`config.mk`:
```
export PLATFORM = sky130hd
export DESIGN_NAME = hmp_port
export DESIGN_NICKNAME = d
export VERILOG_FILES = /design/src/design/hmp_pkg.sv /design/src/design/hmp_port.sv /design/src/design/hmp_reset_sync.sv /design/src/design/hmp_strap_latch.sv
export VERILOG_INCLUDE_DIRS = /design/src /design/src/design
export SDC_FILE = /design/constraint.sdc
export NUM_CORES = 1
export LEC_CHECK = 0
export BUFFER_PORTS_ARGS = -buffer_cell sky130_fd_sc_hd__buf_2
export CORE_ASPECT_RATIO = 1.4
export CORE_MARGIN = 3
export CORE_UTILIZATION = 45
export CTS_BUF_LIST = sky130_fd_sc_hd__clkbuf_4 sky130_fd_sc_hd__clkbuf_8 sky130_fd_sc_hd__clkbuf_16
export DETAILED_ROUTE_END_ITERATION = 12
export PLACE_DENSITY = 0.67
export SLEW_MARGIN = 20
export SYNTH_ARGS = -nofsm -noshare
export SYNTH_HDL_FRONTEND = slang
export SYNTH_SLANG_ARGS = --single-unit
```
`constraint.sdc`:
```
create_clock -name mclk -period 5.7 [get_ports mclk]
set_input_delay 0.285 -clock mclk [delete_from_list [all_inputs] [get_ports mclk]]
set_output_delay 0.285 -clock mclk [all_outputs]
set_load 0.02 [all_outputs]
```
`src/design/hmp_defines.svh`:
```
// Offsets, field positions, reset values and timing counts of the host memory port
`ifndef HMP_DEFINES_SVH
`define HMP_DEFINES_SVH

`define HMP_OVERLAY_ADDR 14'h3FE7
`define HMP_OVERLAY_RST 16'h0000
`define HMP_SRO_BIT 14
`define HMP_SPACE_BIT 14

`define HMP_CLK_PERIOD_PS 4000
`define HMP_ACK_BUSY_MAX_NS 10
`define HMP_ACK_BUSY_CYC ((`HMP_ACK_BUSY_MAX_NS * 1000) / `HMP_CLK_PERIOD_PS)
`define HMP_RELEASE_MAX_NS 10
`define HMP_RELEASE_CYC ((`HMP_RELEASE_MAX_NS * 1000) / `HMP_CLK_PERIOD_PS)
`define HMP_HOLD_FULL_TCK 2
`define HMP_HOLD_HALF_TCK 1
`define HMP_WRITE_ACK_TCK_X10 15
`define HMP_WRITE_ACK_CYC ((`HMP_WRITE_ACK_TCK_X10 + 9) / 10)

`endif

```
`src/design/hmp_pkg.sv`:
```
// Types shared by the host memory port
package hmp_pkg;
    typedef enum logic [2:0] {
        HMP_IDLE = 3'b000,
        HMP_RHOLD = 3'b001,
        HMP_RFETCH = 3'b010,
        HMP_RNEW = 3'b011,
        HMP_RWAIT = 3'b100,
        HMP_WRITE = 3'b101,
        HMP_WDONE = 3'b110
    } hmp_state_t;
    typedef logic [15:0] hmp_word_t;
    typedef logic [13:0] hmp_addr_t;
endpackage

```
`src/design/hmp_port.sv`:
```
// Host memory port: strobe handshake, read and write cycles, overlay control register
//
// How it works
// - Overlay bit 14 enables short-read-only mode
// - Core and host write it; reset clears
// - Short-read-only drives previous word until end
// - Read is select plus read strobe low
// - Write is select plus write strobe low
// - Acknowledge goes high soon after start
// - Long read: new data, then acknowledge low
// - Previous word held two clocks, one second-half
// - Bus released soon after read ends
// - Short and long writes both captured correctly
// - Port active only when mode strap set
// - Mode strap latched at reset release
// - Long write acknowledge low after 2 clocks (1.5 rounded up)
`timescale 1ns/1ps
`include "hmp_defines.svh"
module hmp_port (
    input wire logic mclk,
    input wire logic rst_n,
    input wire logic strap_flag_pin_c,
    input wire logic port_select_n,
    input wire logic port_read_strobe_n,
    input wire logic port_write_strobe_n,
    input wire logic port_address_latch,
    input wire logic [15:0] port_addr_data_bus_in,
    output logic [15:0] port_addr_data_bus_out,
    output logic port_addr_data_bus_oe,
    output logic port_acknowledge_n,
    output logic hostPortMode,
    input wire logic coreRegWe,
    input wire logic [15:0] coreRegWdata,
    output logic [15:0] overlayValue,
    output logic memReq,
    output logic memWe,
    output logic memPm,
    output logic [13:0] memAddr,
    output logic [23:0] memWdata,
    input wire logic [23:0] memRdata,
    input wire logic memRvalid
);
    localparam int ACK_BUSY_CYC = `HMP_ACK_BUSY_CYC;
    localparam int RELEASE_CYC = `HMP_RELEASE_CYC;

    logic rstSyncN;
    logic modeC;
    hmp_pkg::hmp_state_t state_q, stateD;
    logic [1:0] cnt_q, cntD;
    logic ackN_q, ackND;
    hmp_pkg::hmp_word_t busOut_q, outD;
    logic busOe_q, oeD;
    hmp_pkg::hmp_word_t prev_q, prevD;
    hmp_pkg::hmp_addr_t addr_q, addrD;
    logic pm_q, pmD;
    logic half_q, halfD;
    logic [7:0] pmLow_q, pmLowD;
    hmp_pkg::hmp_word_t pmHigh_q, pmHighD;
    hmp_pkg::hmp_word_t wrData_q, wrDataD;
    hmp_pkg::hmp_word_t overlay_q, overlayD;
    logic memReq_q, memReqD;
    logic memWe_q, memWeD;
    logic memPm_q, memPmD;
    hmp_pkg::hmp_addr_t memAddr_q, memAddrD;
    logic [23:0] memWdata_q, memWdataD;
    logic modeOut_q;

    hmp_reset_sync resetSync (
        .mclk(mclk),
        .rst_n(rst_n),
        .rstSyncN(rstSyncN)
    );

    hmp_strap_latch strapLatch (
        .mclk(mclk),
        .rstSyncN(rstSyncN),
        .strapPin(strap_flag_pin_c),
        .strapMode(modeC)
    );

    function automatic logic [14:0] hmpAdvance(input hmp_pkg::hmp_addr_t a, input logic pm,
                                               input logic h);
        if (pm && !h) begin
            return {a, 1'b1};
        end
        return {a + 14'h0001, 1'b0};
    endfunction

    // Access decode from the strobes
    wire readActive = !port_select_n && !port_read_strobe_n;
    wire writeActive = !port_select_n && !port_write_strobe_n;
    wire isIdle = state_q == hmp_pkg::HMP_IDLE;
    // New accesses only from idle, the host waits for acknowledge low
    wire readBegin = modeC && isIdle && readActive;
    wire writeBegin = modeC && isIdle && !readActive && writeActive;
    wire latchAddr = modeC && isIdle && !port_select_n && port_address_latch;
    wire shortOnly = overlay_q[`HMP_SRO_BIT];
    wire isPm2 = pm_q && half_q;
    wire isOvl = !pm_q && (addr_q == `HMP_OVERLAY_ADDR);
    wire [1:0] holdLimit = isPm2 ? 2'(`HMP_HOLD_HALF_TCK) : 2'(`HMP_HOLD_FULL_TCK);
    wire holdDone = cnt_q == (holdLimit - 2'd1);
    wire fetchDone = (state_q == hmp_pkg::HMP_RFETCH && memRvalid)
        || (state_q == hmp_pkg::HMP_RHOLD && holdDone && isPm2);
    wire hmp_pkg::hmp_word_t fetchWord = isPm2 ? {8'h00, pmLow_q}
        : pm_q ? memRdata[23:8] : isOvl ? overlay_q : memRdata[15:0];
    wire writeAckDue = cnt_q == 2'(`HMP_WRITE_ACK_CYC - 1);
    wire commitWrite = state_q == hmp_pkg::HMP_WRITE && !writeActive;
    wire [14:0] nextPos = hmpAdvance(addr_q, pm_q, half_q);

    always_comb begin
        stateD = state_q;
        cntD = cnt_q;
        ackND = ackN_q;
        outD = busOut_q;
        oeD = busOe_q && readActive;
        prevD = prev_q;
        addrD = addr_q;
        pmD = pm_q;
        halfD = half_q;
        pmLowD = pmLow_q;
        pmHighD = pmHigh_q;
        wrDataD = writeActive ? port_addr_data_bus_in : wrData_q;
        memReqD = 1'b0;
        memWeD = 1'b0;
        memPmD = memPm_q;
        memAddrD = memAddr_q;
        memWdataD = memWdata_q;
        overlayD = coreRegWe ? coreRegWdata : overlay_q;
        if (latchAddr) begin
            addrD = port_addr_data_bus_in[13:0];
            pmD = port_addr_data_bus_in[`HMP_SPACE_BIT];
            halfD = 1'b0;
        end
        unique case (state_q)
            hmp_pkg::HMP_IDLE: begin
                if (readBegin) begin
                    // Busy, previous word onto the bus
                    stateD = hmp_pkg::HMP_RHOLD;
                    cntD = 2'd0;
                    ackND = 1'b1;
                    oeD = 1'b1;
                    outD = prev_q;
                end else if (writeBegin) begin
                    stateD = hmp_pkg::HMP_WRITE;
                    cntD = 2'd0;
                    ackND = 1'b1;
                end
            end
            hmp_pkg::HMP_RHOLD: begin
                if (!holdDone) begin
                    cntD = cnt_q + 2'd1;
                end else if (!isPm2) begin
                    stateD = hmp_pkg::HMP_RFETCH;
                    memReqD = 1'b1;
                    memPmD = pm_q;
                    memAddrD = addr_q;
                end
            end
            hmp_pkg::HMP_RFETCH: begin
                stateD = hmp_pkg::HMP_RFETCH;
            end
            hmp_pkg::HMP_RNEW: begin
                ackND = 1'b0;
                stateD = readActive ? hmp_pkg::HMP_RWAIT : hmp_pkg::HMP_IDLE;
            end
            hmp_pkg::HMP_RWAIT: begin
                if (!readActive) begin
                    stateD = hmp_pkg::HMP_IDLE;
                end
            end
            hmp_pkg::HMP_WRITE: begin
                // Acknowledge low no sooner than 1.5 clocks
                if (writeAckDue) begin
                    ackND = 1'b0;
                end else begin
                    cntD = cnt_q + 2'd1;
                end
                if (!writeActive) begin
                    stateD = writeAckDue ? hmp_pkg::HMP_IDLE : hmp_pkg::HMP_WDONE;
                end
            end
            hmp_pkg::HMP_WDONE: begin
                if (writeAckDue) begin
                    ackND = 1'b0;
                    stateD = hmp_pkg::HMP_IDLE;
                end else begin
                    cntD = cnt_q + 2'd1;
                end
            end
            default: begin
                stateD = hmp_pkg::HMP_IDLE;
                ackND = 1'b0;
            end
        endcase
        if (fetchDone) begin
            prevD = fetchWord;
            {addrD, halfD} = nextPos;
            if (pm_q && !half_q) begin
                pmLowD = memRdata[7:0];
            end
            if (readActive && !shortOnly) begin
                outD = fetchWord;
                stateD = hmp_pkg::HMP_RNEW;
            end else begin
                // Read already over or short-read-only: free the port
                ackND = 1'b0;
                stateD = readActive ? hmp_pkg::HMP_RWAIT : hmp_pkg::HMP_IDLE;
            end
        end
        if (commitWrite) begin
            {addrD, halfD} = nextPos;
            if (!pm_q) begin
                memReqD = 1'b1;
                memWeD = 1'b1;
                memPmD = 1'b0;
                memAddrD = addr_q;
                memWdataD = {8'h00, wrData_q};
                if (isOvl) begin
                    overlayD = wrData_q;
                end
            end else if (!half_q) begin
                pmHighD = wrData_q;
            end else begin
                memReqD = 1'b1;
                memWeD = 1'b1;
                memPmD = 1'b1;
                memAddrD = addr_q;
                memWdataD = {pmHigh_q, wrData_q[7:0]};
            end
        end
    end

    always_ff @(posedge mclk or negedge rstSyncN) begin
        if (!rstSyncN) begin
            state_q <= hmp_pkg::HMP_IDLE;
            cnt_q <= 2'd0;
            ackN_q <= 1'b0;
            busOut_q <= 16'h0000;
            busOe_q <= 1'b0;
            prev_q <= 16'h0000;
            addr_q <= 14'h0000;
            pm_q <= 1'b0;
            half_q <= 1'b0;
        end else begin
            state_q <= stateD;
            cnt_q <= cntD;
            ackN_q <= ackND;
            busOut_q <= outD;
            busOe_q <= oeD;
            prev_q <= prevD;
            addr_q <= addrD;
            pm_q <= pmD;
            half_q <= halfD;
        end
    end

    always_ff @(posedge mclk or negedge rstSyncN) begin
        if (!rstSyncN) begin
            pmLow_q <= 8'h00;
            pmHigh_q <= 16'h0000;
            wrData_q <= 16'h0000;
            overlay_q <= `HMP_OVERLAY_RST;
            memReq_q <= 1'b0;
            memWe_q <= 1'b0;
            memPm_q <= 1'b0;
            memAddr_q <= 14'h0000;
            memWdata_q <= 24'h000000;
            modeOut_q <= 1'b0;
        end else begin
            pmLow_q <= pmLowD;
            pmHigh_q <= pmHighD;
            wrData_q <= wrDataD;
            overlay_q <= overlayD;
            memReq_q <= memReqD;
            memWe_q <= memWeD;
            memPm_q <= memPmD;
            memAddr_q <= memAddrD;
            memWdata_q <= memWdataD;
            modeOut_q <= modeC;
        end
    end

    assign port_addr_data_bus_out = busOut_q;
    assign port_addr_data_bus_oe = busOe_q;
    assign port_acknowledge_n = ackN_q;
    assign hostPortMode = modeOut_q;
    assign overlayValue = overlay_q;
    assign memReq = memReq_q;
    assign memWe = memWe_q;
    assign memPm = memPm_q;
    assign memAddr = memAddr_q;
    assign memWdata = memWdata_q;
endmodule

```
`src/design/hmp_reset_sync.sv`:
```
// Two-stage release synchroniser for the active-low reset
`timescale 1ns/1ps
module hmp_reset_sync (
    input wire logic mclk,
    input wire logic rst_n,
    output logic rstSyncN
);
    logic stage1_q;
    logic stage2_q;

    always_ff @(posedge mclk or negedge rst_n) begin
        if (!rst_n) begin
            stage1_q <= 1'b0;
            stage2_q <= 1'b0;
        end else begin
            stage1_q <= 1'b1;
            stage2_q <= stage1_q;
        end
    end

    assign rstSyncN = stage2_q;
endmodule

```
`src/design/hmp_strap_latch.sv`:
```
// Captures the mode strap at the first edge after reset release
`timescale 1ns/1ps
module hmp_strap_latch (
    input wire logic mclk,
    input wire logic rstSyncN,
    input wire logic strapPin,
    output logic strapMode
);
    logic done_q;
    logic mode_q;

    // Sample once after release, then hold
    always_ff @(posedge mclk or negedge rstSyncN) begin
        if (!rstSyncN) begin
            done_q <= 1'b0;
            mode_q <= 1'b0;
        end else if (!done_q) begin
            done_q <= 1'b1;
            mode_q <= strapPin;
        end
    end

    assign strapMode = mode_q;
endmodule
```
==> flow_summary_export.csv <==
group,metric,value,unit
worst_setup_path,crit_type,"reg -> reg",
sta,finalCritPeriodShare,50.70,%
grt,grt_max_degree,67,
place,gp_congestion,0.8974,
cts,cts_root_buf,"clkbuf_16",
logic_synthesis,syn_avg_cell_area,10.57,um^2
drt,drc,0,
cts,cts.repair.resized,0,
cells_and_area,nNetsFinal,888,
floorplanning,core,0.01581,mm^2
worst_setup_path,crit_chain,"and4bb_1 -> a31o_2 -> nor2_1 -> o21ai_0 -> a221o_1",
floorplanning,io_pins,141,
logic_synthesis,yosysSeqAreaShare,53.57,%
drt,routedWlPerCell,19.23,um
sta,rsz0062_at_grt,"false",
floorplanning,die-area,0.01789,mm^2
cells_and_area,drive_above_1_share,29.62,%
cells_and_area,finish.utilization,55.80,%
floorplanning,die_h,157.0,um
drt,viasPerCell,5.738,
worst_setup_path,cp-start-kind,"flop",
grt,grt_pass1_wl,31760,um
grt,track_usage,22.74,%
worst_setup_path,cp_num_buf_inv,0,
worst_setup_path,cp_max_fo,19,
drt,vias,5910,
drt,antenna_left,0,
job,drv_cap,0,
worst_setup_path,cp.required,6010,ps
pwr,power_density,516.2,mW/mm^2
logic_synthesis,synthArstFlopShare,100.0,%
sta,setup_violations,0,
cts,cts_setup_buffers,0,
cells_and_area,finalNonFillerCells,1030,
drt,drt_wl_total,19810,um
sta,fin_skew,6.334,ps
cts,cts-buffers-inserted,17,
logic_synthesis,syn_inst,694,
worst_setup_path,max_stage_delay,760,ps
floorplanning,row_count,54,
cells_and_area,most-common-layout-cells,"dfrtp_1 (156), buf_2 (140), nand2_1 (132)",
sta,slew_violations,0,
cts,tritoncts,"yes",
sta,setup-tns-final,0,ps
worst_setup_path,setup.worst_path.end_class,"flop",
run_status,status,"complete, no violations",
cells_and_area,area_delta_synth_final,20.30,%
sta,fin_crit,2890,ps
drt,drtIter0Drc,663,
sta,setup_ws,2810,ps
place,io_buffers,140,
worst_setup_path,crit_family,"simple AND/OR/NAND/NOR gates",
logic_synthesis,synth_area,0.007333,mm^2
place,dp_slack,2510,ps
worst_setup_path,crit_slowest_cell,"dfrtp_1",
cells_and_area,regArea,0.003933,mm^2
grt,antenna_found_initial,0,
place,dp_hpwl,14180,um
cts,clk_path_buf_depth,2,
cts,clk_latency,430,ps
hold_path,hold_class,"in -> reg",
floorplanning,chipWidth,113.9,um
logic_synthesis,synth_cell_types,59,
cells_and_area,fin_area,0.008822,mm^2
cts,htreeDepth,4,
floorplanning,initial_core_util,46.38,%
drt,drt_first_pass_iters,5,
cells_and_area,multi_input_area,0.003193,mm^2
pwr,peakVddDrop,0.0002827,V
cts,cts.clk_slew.worst_paths,60,ps
logic_synthesis,synth_top_area_share,53.57,%
worst_setup_path,r2r_slack,2810,ps
grt,grt_overflow,0,
cts,cts_sinks,157,
logic_synthesis,synth_edf_count,0,
logic_synthesis,synth_top_area_cell,"dfrtp_1",
logic_synthesis,yosys_warnings,0,
pwr,p_leak,4.374,nW
sta,relSlewSlack,26.97,%
sta,hold_viol_final,0,
sta,worst_pin_slew,1091,ps
place,dpl_cell_area,0.008154,mm^2
cells_and_area,nFillCells,1399,
cells_and_area,num_antenna_cells,0,
logic_synthesis,synth-main-ff-cell,"dfrtp_1",
place,dp.cells,997,
logic_synthesis,yosys-top-cells-area,"dfrtp_1 (54%), mux2_2 (8.4%), mux2i_1 (6.8%), nand2_1 (6.8%), a21oi_1 (3.3%)",
worst_setup_path,crit_arrival,3200,ps
grt,grt_pass1_vias,5957,
sta,fmax,346.1,MHz
logic_synthesis,ys_seq_elements,157,
cells_and_area,final_common_cell,"dfrtp_1",
## state kept, by name, summed over array words and instances (netlist names), 2 cells and up
register,cells
memWdata,24
overlayValue,16
pmHigh_q,16
port_addr_data_bus_out,16
prev_q,16
wrData_q,16
addr_q,14
memAddr,14
pmLow_q,8
state_q,3
cnt_q,2
## report_power, final
| part | switching [mW] | leakage (nW) | internal [mW] | total, mW |
|---|---|---|---|---|
| clock network | 0.471 | 0.313 | 0.790 | 1.26 |
| logic | 0.850 | 2.07 | 0.614 | 1.46 |
| registers | 0.353 | 2.00 | 1.48 | 1.83 |
| total | 1.67 | 4.37 | 2.88 | 4.55 |
## final cells by class
type	count	area share, %
flip-flops and latches	157	44.58
multi-input cells	492	36.19
repair buffers	147	8.793
clock buffers	18	4.978
well taps	196	2.780
clock inverters	14	2.425
inverters	6	0.2553
## logic make-up after synthesis
group / share of synthesized area (%)
AOI/OAI and AO/OA: 12.17
xor gates and xnor gates: 0.2389
adders and majority gates: 0.3412
buffers and inverters: 3.003
DFF: 53.57
muxes: 15.27
other: 0.05114
and+or+nand+nor: 15.36
## layer usage
metal	vias up	GRT usage, %	share of wire (%)
met5	-	0	0
met4	0	8.715	2.3
met3	34	4.654	5.7
met2	220	38.78	51
met1	2937	28.48	41
li1	2719	-	-
## cells in the mapped netlist (all sizes together) (2+ instances only)
library cell  count
o211ai            4
nor4              4
o21ai            37
nor2             39
o22ai             2
o31ai             2
nand3            12
a221o             9
a31oi             3
xnor2             2
nor2b            18
a21oi            48
inv               5
or3               2
o221ai            9
and3              5
mux2             55
a22o              8
clkbuf           18
a21o              2
ha                2
buf              22
nor3b             2
a22oi             2
nand2           132
dfrtp           157
nand2b            6
mux2i            50
nand4             4
nor3             11
a32oi             2
o311ai            3
## worst register-to-register path, delay by kind of cell, from the launching register on
family / cells / cell delay, ps
flip-flops: 1 / 760
AND/OR/NAND/NOR: 2 / 1030
AO/OA/AOI/OAI: 3 / 990
## stage by stage
stage / power, mW / hold slack, ps
after floorplan: 2.807 / -10.59
after global placement: 3.231 / 70.35
after detailed placement: 3.301 / 71.95
after CTS: 4.564 / 43.07
after global routing: 4.817 / 53.33
final: 4.554 / 50.59
## what timing repair did
item                                   CTS  global route
setup endpoints to repair                0             0
endpoints found under the hold margin    2             0
hold buffers                             1             0
## path summary, 6_finish.rpt
path                                                   start                            to  cells past startpoint
worst min-delay path               port_addr_data_bus_in[15]      wrData_q[15]$_DFFE_PN0P_                      3
max in group asynchronous       resetSync.rstSyncN$_DFF_PN0_         prev_q[4]$_DFFE_PN0P_                      1
worst max-delay path                  state_q[2]$_DFFE_PN0P_         addr_q[3]$_DFFE_PN0P_                      5
worst min register to register  resetSync.rstSyncN$_DFF_PN0_      wrData_q[11]$_DFFE_PN0P_                      0
min in group asynchronous                              rst_n  resetSync.rstSyncN$_DFF_PN0_                      2
worst max register to register        state_q[2]$_DFFE_PN0P_         addr_q[3]$_DFFE_PN0P_                      5
No activity file was read; power rests on OpenSTA's default activity.
